File: src/cpmc_pkg.sv
package cpmc_pkg;
   // Register byte offsets
   localparam logic [11:0] CPMC_PLL_CONTROL_REG_OFF = 12'h000;
   localparam logic [11:0] CPMC_DIV_OFF = 12'h004;
   localparam logic [11:0] CPMC_VR_OFF = 12'h008;
   localparam logic [11:0] CPMC_CMD_OFF = 12'h00C;
   localparam logic [11:0] CPMC_STAT_OFF = 12'h010;
   // pll_control_reg fields
   localparam int CPMC_MSEL_LSB = 0;
   localparam int CPMC_MSEL_W = 6;
   localparam int CPMC_BYPASS_BIT = 8;
   localparam int CPMC_PLLOFF_BIT = 9;
   // Divider register fields
   localparam int CPMC_SSEL_LSB = 0;
   localparam int CPMC_CSEL_LSB = 4;
   // regulator_control_reg fields
   localparam int CPMC_VLEV_LSB = 0;
   localparam int CPMC_VLEV_W = 4;
   localparam int CPMC_HIB_BIT = 8;
   // Command register bits
   localparam int CPMC_CMD_SLEEP_BIT = 0;
   localparam int CPMC_CMD_DEEP_BIT = 1;
   // Reset values
   localparam logic [5:0] CPMC_MSEL_RST = 6'h0A;
   localparam logic [3:0] CPMC_SSEL_RST = 4'h5;
   localparam logic [1:0] CPMC_CSEL_RST = 2'h0;
   localparam logic [3:0] CPMC_VLEV_RST = 4'h7;
   // Core voltage: base plus step per code
   localparam int CPMC_VSTEP_MV = 50;
   localparam int CPMC_VBASE_MV = 850;
   // Boot countdown load; boot mode lasts this many cycles plus one
   localparam logic [7:0] CPMC_BOOT_CYC = 8'h10;
   typedef enum {
      CPMC_FULL_ON, CPMC_ACTIVE, CPMC_SLEEP, CPMC_DEEP, CPMC_HIB, CPMC_BOOT
   } cpmc_mode_t;
   function automatic logic [2:0] cpmc_mode_code(input cpmc_mode_t m);
      unique case (m)
         CPMC_FULL_ON: cpmc_mode_code = 3'h0;
         CPMC_ACTIVE: cpmc_mode_code = 3'h1;
         CPMC_SLEEP: cpmc_mode_code = 3'h2;
         CPMC_DEEP: cpmc_mode_code = 3'h3;
         CPMC_HIB: cpmc_mode_code = 3'h4;
         CPMC_BOOT: cpmc_mode_code = 3'h5;
      endcase
   endfunction : cpmc_mode_code
endpackage : cpmc_pkg

File: src/clock_power_mode_control.sv
// Added by the designer: the register addresses and the APB slave port.
`timescale 1ns/1ps
// Function
// - Deep sleep stops core and system clocks
// - Deep sleep blocks RTC resource access
// - Only reset or RTC wake exits
// - RTC wake from deep goes active
// - Reset in deep goes full-on
// - Voltage code steps 50 mV
// - Hibernate exits on RTC wake into boot, or on reset straight to full-on
// - Multiplier 1x to 63x
// - Multiplier resets to 10x
// - Divider writes apply while running
// - System divider 1 to 15
// - System divider change without relock
// - Core divider 1, 2, 4, 8
// - Active mode runs clocks at input rate
// - Power-up enters full-on
// - Sleep wake checks bypass bit
module clock_power_mode_control
   import cpmc_pkg::*;
(
   input wire logic ref_clk,
   input wire logic resetn,
   input wire logic psel,
   input wire logic penable,
   input wire logic pwrite,
   input wire logic [11:0] paddr,
   input wire logic [31:0] pwdata,
   output logic [31:0] prdata,
   output logic pready,
   output logic pslverr,
   input wire logic rtcWake,
   input wire logic extWake,
   input wire logic rtcAccessReq,
   output logic rtcAccessGrant,
   output logic coreClkEn,
   output logic sysClkEn,
   output logic corePowerOn,
   output logic bootStart,
   output logic [11:0] coreVoltageMv
);
   logic [5:0] msel_q, msel_d;
   logic bypass_q, bypass_d;
   logic pllOff_q, pllOff_d;
   logic [3:0] ssel_q, ssel_d;
   logic [1:0] csel_q, csel_d;
   logic [3:0] vlev_q, vlev_d;
   logic hib_q, hib_d;
   logic [7:0] boot_q, boot_d;
   logic [31:0] rdata_q, rdata_d;
   logic slverr_q, slverr_d;
   logic coreEn_q, coreEn_d;
   logic sysEn_q, sysEn_d;
   logic grant_q, grant_d;
   logic bootPulse_q, bootPulse_d;
   logic [11:0] mv_q, mv_d;
   cpmc_mode_t mode_q, mode_d;
   logic access;
   logic setup;
   logic wr;
   logic rd;
   logic mapped;
   logic runMode;
   logic pllRun;
   logic vcoEn;
   logic coreTick;
   logic sysTick;
   logic srcEn;
   logic [7:0] coreRatio;

   // Read data and error are registered in setup so that they
   // already stand at the access edge with no wait state
   // Trade: a status read shows the mode of the setup cycle
   assign setup = psel && !penable;
   assign access = psel && penable;
   assign wr = access && pwrite;
   assign rd = setup && !pwrite;
   assign pready = 1'b1;

   always_comb begin
      unique case (paddr)
         CPMC_PLL_CONTROL_REG_OFF, CPMC_DIV_OFF, CPMC_VR_OFF,
         CPMC_CMD_OFF, CPMC_STAT_OFF: mapped = 1'b1;
         default: mapped = 1'b0;
      endcase
   end

   // Deep sleep and hibernate share every blocking decision
   function automatic logic cpmc_halted(input cpmc_mode_t m);
      cpmc_halted = (m == CPMC_DEEP) || (m == CPMC_HIB);
   endfunction : cpmc_halted

   // Only the run modes may take a sleep or deep sleep command
   assign runMode = (mode_q == CPMC_FULL_ON) || (mode_q == CPMC_ACTIVE);
   // PLL runs unless off or in deep sleep / hibernate
   assign pllRun = !pllOff_q && !cpmc_halted(mode_q);
   // Active mode uses ref_clk directly, so every cycle is a tick
   assign srcEn = (mode_q == CPMC_ACTIVE) ? 1'b1 : vcoEn;

   cpmc_pll u_pll (
      .ref_clk(ref_clk),
      .resetn(resetn),
      .enable(pllRun),
      .mult(msel_q),
      .vcoEn(vcoEn)
   );

   // Core divider 1,2,4,8 from two-bit code
   assign coreRatio = 8'h01 << csel_q;

   cpmc_clk_div u_core_div (
      .ref_clk(ref_clk),
      .resetn(resetn),
      .srcEn(srcEn),
      .ratio((mode_q == CPMC_ACTIVE) ? 8'h01 : coreRatio),
      .tickEn(coreTick)
   );

   cpmc_clk_div u_sys_div (
      .ref_clk(ref_clk),
      .resetn(resetn),
      .srcEn(srcEn),
      // No relock wait: new ratio applies to the running count
      .ratio((mode_q == CPMC_ACTIVE) ? 8'h01 : {4'h0, ssel_q}),
      .tickEn(sysTick)
   );

   always_comb begin
      msel_d = msel_q;
      bypass_d = bypass_q;
      pllOff_d = pllOff_q;
      ssel_d = ssel_q;
      csel_d = csel_q;
      vlev_d = vlev_q;
      hib_d = hib_q;
      mode_d = mode_q;
      boot_d = boot_q;
      bootPulse_d = 1'b0;
      slverr_d = 1'b0;
      rdata_d = rdata_q;
      // Error flag stands for the access cycle only
      if (setup) begin
         slverr_d = !mapped;
      end
      if (wr && mapped) begin
         unique case (paddr)
            CPMC_PLL_CONTROL_REG_OFF: begin
               // Zero multiplier ignored, range 1..63
               if (pwdata[CPMC_MSEL_LSB +: CPMC_MSEL_W] != 6'h00) begin
                  msel_d = pwdata[CPMC_MSEL_LSB +: CPMC_MSEL_W];
               end
               bypass_d = pwdata[CPMC_BYPASS_BIT];
               pllOff_d = pwdata[CPMC_PLLOFF_BIT];
               // Entering or leaving bypass from run modes
               if (mode_q == CPMC_FULL_ON && pwdata[CPMC_BYPASS_BIT]) begin
                  mode_d = CPMC_ACTIVE;
               end else if (mode_q == CPMC_ACTIVE
                            && !pwdata[CPMC_BYPASS_BIT]
                            && !pwdata[CPMC_PLLOFF_BIT]) begin
                  mode_d = CPMC_FULL_ON;
               end
            end
            CPMC_DIV_OFF: begin
               // Applied at once, processor keeps running
               if (pwdata[CPMC_SSEL_LSB +: 4] != 4'h0) begin
                  ssel_d = pwdata[CPMC_SSEL_LSB +: 4];
               end
               csel_d = pwdata[CPMC_CSEL_LSB +: 2];
            end
            CPMC_VR_OFF: begin
               vlev_d = pwdata[CPMC_VLEV_LSB +: CPMC_VLEV_W];
               hib_d = pwdata[CPMC_HIB_BIT];
               // Deep sleep is left only by RTC wake or reset
               if (pwdata[CPMC_HIB_BIT] && mode_q != CPMC_DEEP) begin
                  mode_d = CPMC_HIB;
               end
            end
            CPMC_CMD_OFF: begin
               // A command in a stopped mode must not end it
               if (runMode) begin
                  if (pwdata[CPMC_CMD_DEEP_BIT]) begin
                     mode_d = CPMC_DEEP;
                  end else if (pwdata[CPMC_CMD_SLEEP_BIT]
                               && !(pllOff_q && !bypass_q)) begin
                     // Sleep needs a running PLL or bypass
                     mode_d = CPMC_SLEEP;
                  end
               end
            end
            default: begin
            end
         endcase
      end
      // Wake events win over any register write of the same cycle
      unique case (mode_q)
         CPMC_SLEEP: begin
            if (rtcWake || extWake) begin
               mode_d = bypass_q ? CPMC_ACTIVE : CPMC_FULL_ON;
            end
         end
         CPMC_DEEP: begin
            // Only RTC wake leaves; ext wake ignored here
            if (rtcWake) begin
               mode_d = CPMC_ACTIVE;
               bypass_d = 1'b1;
            end
         end
         CPMC_HIB: begin
            if (rtcWake) begin
               mode_d = CPMC_BOOT;
               hib_d = 1'b0;
               boot_d = CPMC_BOOT_CYC;
               bootPulse_d = 1'b1;
            end
         end
         CPMC_BOOT: begin
            if (boot_q == 8'h00) begin
               mode_d = CPMC_FULL_ON;
            end else begin
               boot_d = boot_q - 8'h01;
            end
         end
         default: begin
         end
      endcase
      // Read mux loaded in the setup cycle
      if (rd) begin
         unique case (paddr)
            CPMC_PLL_CONTROL_REG_OFF: rdata_d = {22'h0, pllOff_q, bypass_q,
                                         2'h0, msel_q};
            CPMC_DIV_OFF: rdata_d = {26'h0, csel_q, ssel_q};
            CPMC_VR_OFF: rdata_d = {23'h0, hib_q, 4'h0, vlev_q};
            CPMC_STAT_OFF: rdata_d = {29'h0, cpmc_mode_code(mode_q)};
            default: rdata_d = 32'h0000_0000;
         endcase
      end
   end

   always_comb begin
      // Gated clocks stop in deep sleep and hibernate
      coreEn_d = coreTick && (mode_q == CPMC_FULL_ON
                              || mode_q == CPMC_ACTIVE);
      sysEn_d = sysTick && (mode_q == CPMC_FULL_ON
                            || mode_q == CPMC_ACTIVE
                            || mode_q == CPMC_SLEEP);
      // RTC cannot reach resources in deep sleep or hibernate
      grant_d = rtcAccessReq && !cpmc_halted(mode_q);
      // Code n gives base plus n times step
      mv_d = 12'(CPMC_VBASE_MV + CPMC_VSTEP_MV * int'(vlev_q));
   end

   always_ff @(posedge ref_clk or negedge resetn) begin
      if (!resetn) begin
         // Reset from any mode, deep sleep included, lands in full-on
         mode_q <= CPMC_FULL_ON;
         msel_q <= CPMC_MSEL_RST;
         bypass_q <= 1'b0;
         pllOff_q <= 1'b0;
         ssel_q <= CPMC_SSEL_RST;
         csel_q <= CPMC_CSEL_RST;
         vlev_q <= CPMC_VLEV_RST;
         hib_q <= 1'b0;
         boot_q <= 8'h00;
         bootPulse_q <= 1'b0;
         rdata_q <= 32'h0000_0000;
         slverr_q <= 1'b0;
         coreEn_q <= 1'b0;
         sysEn_q <= 1'b0;
         grant_q <= 1'b0;
         mv_q <= 12'h000;
      end else begin
         mode_q <= mode_d;
         msel_q <= msel_d;
         bypass_q <= bypass_d;
         pllOff_q <= pllOff_d;
         ssel_q <= ssel_d;
         csel_q <= csel_d;
         vlev_q <= vlev_d;
         hib_q <= hib_d;
         boot_q <= boot_d;
         bootPulse_q <= bootPulse_d;
         rdata_q <= rdata_d;
         slverr_q <= slverr_d;
         coreEn_q <= coreEn_d;
         sysEn_q <= sysEn_d;
         grant_q <= grant_d;
         mv_q <= mv_d;
      end
   end

   // Data and error flops, loaded in the setup cycle
   assign prdata = rdata_q;
   assign pslverr = slverr_q;
   assign coreClkEn = coreEn_q;
   assign sysClkEn = sysEn_q;
   assign rtcAccessGrant = grant_q;
   assign corePowerOn = mode_q != CPMC_HIB;
   assign bootStart = bootPulse_q;
   assign coreVoltageMv = mv_q;
endmodule : clock_power_mode_control

File: src/cpmc_clk_div.sv
`timescale 1ns/1ps
// Enable pulse once every ratio cycles of the source enable
module cpmc_clk_div
   import cpmc_pkg::*;
(
   input wire logic ref_clk,
   input wire logic resetn,
   input wire logic srcEn,
   input wire logic [7:0] ratio,
   output logic tickEn
);
   logic [7:0] cnt_q;
   logic [7:0] cnt_d;
   always_comb begin
      cnt_d = cnt_q;
      if (srcEn) begin
         // Ratio change applies to the running count at once, no glitch pulse
         if (cnt_q + 8'h01 >= ratio) begin
            cnt_d = 8'h00;
         end else begin
            cnt_d = cnt_q + 8'h01;
         end
      end
   end
   always_ff @(posedge ref_clk or negedge resetn) begin
      if (!resetn) begin
         cnt_q <= 8'h00;
      end else begin
         cnt_q <= cnt_d;
      end
   end
   assign tickEn = srcEn && (cnt_q + 8'h01 >= ratio);
endmodule : cpmc_clk_div

File: src/cpmc_pll.sv
`timescale 1ns/1ps
// Behavioural VCO: a tick rate of mult/64 of ref_clk stands in for multiply
module cpmc_pll
   import cpmc_pkg::*;
(
   input wire logic ref_clk,
   input wire logic resetn,
   input wire logic enable,
   input wire logic [5:0] mult,
   output logic vcoEn
);
   logic [6:0] acc_q;
   logic [6:0] acc_d;
   logic [6:0] sum;
   always_comb begin
      sum = acc_q + {1'b0, mult};
      acc_d = enable ? {1'b0, sum[5:0]} : 7'h00;
   end
   always_ff @(posedge ref_clk or negedge resetn) begin
      if (!resetn) begin
         acc_q <= 7'h00;
      end else begin
         acc_q <= acc_d;
      end
   end
   assign vcoEn = enable && sum[6];
endmodule : cpmc_pll

File: config.mk
export PLATFORM = sky130hd
export DESIGN_NAME = clock_power_mode_control
export DESIGN_NICKNAME = d
export VERILOG_FILES = /design/src/cpmc_pkg.sv /design/src/clock_power_mode_control.sv /design/src/cpmc_clk_div.sv /design/src/cpmc_pll.sv
export SDC_FILE = /design/constraint.sdc
export NUM_CORES = 1
export LEC_CHECK = 0
export BUFFER_PORTS_ARGS = -buffer_cell sky130_fd_sc_hd__buf_2
export CAP_MARGIN = 20
export CELL_PAD_IN_SITES_DETAIL_PLACEMENT = 2
export CELL_PAD_IN_SITES_GLOBAL_PLACEMENT = 2
export CORE_MARGIN = 4
export CORE_UTILIZATION = 25
export DETAILED_ROUTE_END_ITERATION = 10
export PLACE_DENSITY_LB_ADDON = 0.15
export SLEW_MARGIN = 20
export SYNTH_ARGS = -nofsm -noshare
export SYNTH_HDL_FRONTEND = slang
export SYNTH_SLANG_ARGS = --single-unit
File: constraint.sdc
create_clock -name ref_clk -period 5.7 [get_ports ref_clk]
set_clock_uncertainty 0.1 [all_clocks]
set_input_delay 0.285 -clock ref_clk [delete_from_list [all_inputs] [get_ports ref_clk]]
set_output_delay 0.285 -clock ref_clk [all_outputs]
set_load 0.05 [all_outputs]
# Word-level counts from Yosys, hierarchy flattened
# Cells that the tools add are included.
[totals]
ff_bits = 130
in_bits = 52
word_cells = 127
[classes]
addsub = 5
n_mul = 1
magnitude_cmp = 2
eq_ne = 17
shifts = 1
muxes = 37
n_reduce_logical = 45
[op_table]
columns = ["operator", "n"]
rows = [
  ["32-bit 2-to-1 mux", 11],
  ["32-bit by 3-bit == test with 1-bit output, second input constant", 4],
  ["32-bit one-hot mux with 4 select lines", 1],
  ["32-bit by 2-bit == test with 1-bit output, second input constant", 3],
  ["32-bit one-hot mux with 3 select lines", 1],
  ["32-bit zero test", 2],
  ["8-bit 2-to-1 mux", 5],
  ["10-bit one-hot mux with 4 select lines", 1],
  ["32-bit by 1-bit == test with 1-bit output, second input constant", 1],
  ["32-bit by 4-bit == test with 1-bit output, second input constant", 1],
  ["32-bit by 3-bit != test with 1-bit output, second input constant", 1],
  ["32-bit by 4-bit != test with 1-bit output, second input constant", 1],
  ["12-bit by 4-bit == test with 1-bit output, second input constant", 2],
  ["1-bit logical AND", 18],
  ["3-bit one-hot mux with 6 select lines", 1],
  ["8-bit by 1-bit adder with 8-bit output, second input constant", 2],
  ["8-bit one-hot mux with 2 select lines", 1],
  ["1-bit 2-to-1 mux", 14],
  ["12-bit by 3-bit == test with 1-bit output, second input constant", 1],
  ["12-bit by 5-bit == test with 1-bit output, second input constant", 1],
  ["12-bit zero test", 1],
  ["10-bit by 10-bit adder with 11-bit output, first input constant", 1],
  ["1-bit zero test", 9],
  ["5-bit by 4-bit multiplier with 9-bit output, first input constant", 1],
  ["16 further kinds", 24],
]

# Longest topological paths before layout
[logic_depth]
depth_word = 11
ltp_mapped = 11

# Cells and area by module
# Synthesis repeated with hierarchy kept, for this count alone.
[unflattened]
hier_cells = 600
hier_area_um2 = 6017.0
[modules_own_cells]
columns = ["module", "instances", "cells_each", "area_each_um2"]
rows = [
  ["clock_power_mode_control", 1, 411, 4250.3],
  ["cpmc_clk_div", 2, 73, 668.1],
  ["cpmc_pll", 1, 43, 430.4],
]

# Worst setup path before layout
# OpenSTA, ideal clock, no wires.
[synth_path]
path_type = "reg2reg"
from = "register mode_q[16]"
to = "register u_core_div.cnt_q[3]"
setup_ns = 0.083
arrival_time_ns = 2.638
required_time_ns = 5.517
path_slack_ns = 2.879
path_stages_with_launch = 12
n_path_buf = 0
synth_period_minus_slack_ns = 2.821
path_cell_list = "dfrtp_1 -> nor4_1 -> and4_1 -> nand3_1 -> o21ai_0 -> ha_1 -> nand2b_1 -> a21o_1 -> a21o_1 -> a2111o_1 -> nand2b_1 -> o21ai_0"
[synth_between]
elab_chain_cells = 6
elab_cells_between_ends = 11
cone_classes = "1 x order compare; 3 x eq/ne; 3 x mux; 4 x reduce/logical"
[synth_lines]
columns = ["element", "line_no", "text"]
rows = [
  ["start, declared", "clock_power_mode_control.sv:58", "cpmc_mode_t mode_q, mode_d;"],
  ["start signal, assigned", "clock_power_mode_control.sv:273", "mode_q <= mode_d;"],
  ["branches (longest 6 deep; another with 8-bit >= comparator)", "--", ""],
  ["end signal, assigned", "cpmc_clk_div.sv:29", "cnt_q <= cnt_d;"],
  ["end, declared", "cpmc_clk_div.sv:12", "logic [7:0] cnt_q;"],
]
# Several ways; the timed one is not identified.
# A chain may end at the register's enable or synchronous reset.

# Final worst setup path
# Same ends and word-level chain as after synthesis.

==> results.sh <==
export IMPL_outcome="completed"
export IMPL_leakagePower_nw=2.92
export IMPL_timing_final_crit_share=0.604
export IMPL_syn_area_mm2=0.00544
export IMPL_reg2reg_slack_ps=2260
export IMPL_vias=3937
export IMPL_worstHoldEndpoint="rtcAccessGrant$_DFF_PN0_"
export IMPL_tightestPinTransition_ps=977
export IMPL_pre_cts_ws_ps=2210
export IMPL_cts_sinks=104
export IMPL_drc=0
export IMPL_critPathRequiredTime_ps=5870
export IMPL_p_comb_frac=0.066
export IMPL_drv_slew=0
export IMPL_synth_edf_count=0
export IMPL_nets=642
export IMPL_finalCriticalPeriod_ps=3440
export IMPL_row_count=53
export IMPL_portBuffers=51
export IMPL_clk_pin_slew_worst_paths_ps=80
export IMPL_dp_hpwl_mm=10.8
export IMPL_dr_pass1_iters=4
export IMPL_critPathMaxStageDelay_ps=470
export IMPL_p_int_mw=1.06
export IMPL_postLayoutCoreUtil=0.292
export IMPL_drt_total_wl_mm=14.3
export IMPL_fin_ws_ps=2260
export IMPL_design_core_area_mm2=0.0212
export IMPL_ff2ff_path_depth=11
export IMPL_overflow=0
export IMPL_pin_count=103
export IMPL_max_vdd_ir_drop_mv=0.117
export IMPL_die_x_um=155
export IMPL_ys_types=63
export IMPL_dieArea_mm2=0.0242
export IMPL_cts_htree_levels=3
export IMPL_r2r_end="u_core_div.cnt_q[3]$_DFFE_PN0N_"
export IMPL_regToRegStartpoint="mode_q[16]$_DFF_PN0_"
export IMPL_diodes=0
export IMPL_relSlewSlack=0.344
export IMPL_synth_area_per_cell_um2=10.7
export IMPL_fmax_mhz=290
export IMPL_critPathLaunchType="register"
export IMPL_cts_root_buf="clkbuf_16"
export IMPL_min_path_cells=2
export IMPL_synth_top_area_frac=0.446
export IMPL_postCtsSetupBuffers=0
export IMPL_critPathLaunch="mode_q[16]$_DFF_PN0_"
export IMPL_crit_path_end_kind="register"
export IMPL_crit_type="register to register"
export IMPL_clk_latency_ps=360
export IMPL_final_hold_viol_count=0
export IMPL_grt_pass1_wl_mm=23.8
export IMPL_yosys_most_used_dff="dfrtp_1"
export IMPL_antenna_left=0
export IMPL_start_util=0.256
export IMPL_async_reset_ff_frac=1.00
export IMPL_via_per_inst=4.68
export IMPL_fillers=2359
export IMPL_grt_total_usage=0.123
export IMPL_cts_hold_fix_buffers=1
export IMPL_hold_worst_slack_ps=34.4
export IMPL_synth_area_top_cells="dfrtp_1 (45%), ha_1 (6.2%), nor2b_1 (4.0%)"
export IMPL_area_growth_pct=13.8
export IMPL_drive_above_1_share=0.177
export IMPL_setup_violations=0
export IMPL_grt_setup_unrepaired="no"
export IMPL_clock_power_share=0.425
export IMPL_routedWlPerCell_um=17.0
export IMPL_slowest_stage="a2111o_1"
export IMPL_cts_buffers=9
export IMPL_synth_top_area_cell="dfrtp_1"
export IMPL_grt_pass1_vias=4404
export IMPL_yosysSeqAreaShare=0.480
export IMPL_crit_fanout=9
export IMPL_antenna_found_initial=0
export IMPL_sw_frac_of_total=0.270
export IMPL_path_cells="nor4_1 > and4_1 > nand3_1 > o21ai_0 > ha_1 > nand2b_1 > a21o_1 > a21o_1 > a2111o_1 > nand2b_1 > o21ai_0"
export IMPL_ys_ff_latch=104
export IMPL_hold_class="input port to register"
export IMPL_min_delay_start="rtcAccessReq"
export IMPL_cts_tree="built"
export IMPL_p_sw_uw=393
export IMPL_die_y_um=155
export IMPL_syn_inst=510
export IMPL_power_density_mw_per_mm2=235
export IMPL_cts_resized=0
export IMPL_seqPwrFrac=0.510
export IMPL_cp_arrival_ps=3610
export IMPL_setup_tns_ps=0
export IMPL_gp_congestion=0.751
export IMPL_clockBufferDepth=2
export IMPL_yosysWarningCount=0
export IMPL_finalPower_mw=1.45
export IMPL_dr_first_iter_drc_count=89
export IMPL_grt_max_degree=54
export IMPL_drv_cap=0
-- logic make-up after synthesis --
| kind of cell | after synthesis | share of synthesized area |
|---|---|---|
| compound gates | 91 | 0.118 |
| xor+xnor | 22 | 0.0354 |
| fa+ha+maj | 30 | 0.0713 |
| buf+inv | 59 | 0.0624 |
| flops | 104 | 0.480 |
| mux | 18 | 0.0361 |
| other cells | 2 | 0.00138 |
| simple gates | 184 | 0.195 |
-- cell usage in the layout, fill, tap and decap left out, types with 8 or more instances in the layout --
master	netlist	layout
a22o_1	8	8
and2_1	10	10
conb_1	2	27
clkbuf_16	0	9
nand3_1	14	14
nor2_1	27	27
nand2b_1	13	13
a21oi_1	13	13
nor2b_1	35	35
xnor2_1	10	10
mux2_2	13	13
a21o_1	10	10
o21ai_0	19	19
inv_1	20	20
nand2_1	35	35
dfrtp_1	97	97
nor4_1	9	9
ha_1	27	27
xor2_1	12	12
buf_2	4	50
-- how the worst max path moves through the flow --
stage | to
floorplan | u_core_div.cnt_q[3]$_DFFE_PN0N_
global placement | u_core_div.cnt_q[3]$_DFFE_PN0N_
detailed placement | u_sys_div.cnt_q[2]$_DFFE_PN0N_
CTS | u_core_div.cnt_q[3]$_DFFE_PN0N_
global route | u_core_div.cnt_q[2]$_DFFE_PN0N_
finish | u_core_div.cnt_q[3]$_DFFE_PN0N_
-- through the flow --
stage          cell area (um2)  std cells
5_1_grt                   6190        841
2_1_floorplan             5530        535
3_5_place_dp              5880        823
3_3_place_gp              5880        823
6_report                  6190        841
4_1_cts                   6170        840
-- critical path: cells and delay by family (launching register included) --
family                   cells  cell delay, ps
adder cells (fa/ha/maj)      1             240
AO/OA/AOI/OAI                5            1190
AND/OR/NAND/NOR              5            1450
flip-flops                   1             380
-- cell usage after synthesis (3+ instances only) --
cell / instances
and2_1: 10
o31ai_1: 6
a31oi_1: 3
mux2i_1: 5
xor2_1: 12
nand2b_1: 13
a21oi_1: 13
a41oi_1: 4
inv_1: 20
and4_1: 5
o21ai_0: 19
nand3b_1: 3
a32oi_1: 5
nor2_1: 27
buf_2: 4
buf_4: 28
a22o_1: 8
dfstp_2: 7
ha_1: 27
dfrtp_1: 97
a21o_1: 10
or3_1: 3
o211ai_1: 3
nand4_1: 3
mux2_2: 13
nor2b_1: 35
clkbuf_1: 4
and3_1: 3
xnor2_1: 10
nor4_1: 9
or4_1: 4
nor4_2: 3
nor3_1: 6
nand3_1: 14
nand2_1: 35
-- area by class of cell --
class | instances | area [um2] | area share
clock buffer | 9 | 225 | 0.0364
clock inverter | 7 | 62.6 | 0.0101
inverter | 20 | 75.1 | 0.0121
multi-input combinational | 372 | 2580 | 0.417
sequential | 104 | 2610 | 0.422
tap | 275 | 344 | 0.0556
timing repair buffer | 54 | 290 | 0.0469
-- power groups by stage --
stage / logic, mW / registers [mW] / clock network [mW]
global placement: 0.0959 / 0.756 / 0
finish: 0.0960 / 0.741 / 0.618
detailed placement: 0.0973 / 0.756 / 0
global route: 0.105 / 0.742 / 0.680
CTS: 0.0980 / 0.741 / 0.649
floorplan: 0.0688 / 0.759 / 0
-- metal layers --
layer	GRT usage	up-vias	wire, um	part of all wire
met4	0.0321	0	140	0.0098
met3	0.0245	9	373	0.026
li1	-	1861	-	-
met5	0	-	0	0
met1	0.161	2023	6570	0.46
met2	0.208	44	7190	0.50
-- registers in the layout, indices dropped and copies added, names as in the netlist, 2 cells and up --
register,flops
u_pll.acc_q,6
u_core_div.cnt_q,8
ssel_q,4
prdata,8
mode_q,32
boot_q,8
msel_q,6
csel_q,2
vlev_q,4
u_sys_div.cnt_q,8
coreVoltageMv,10
Note: power is estimated with default switching activity, not from simulation.
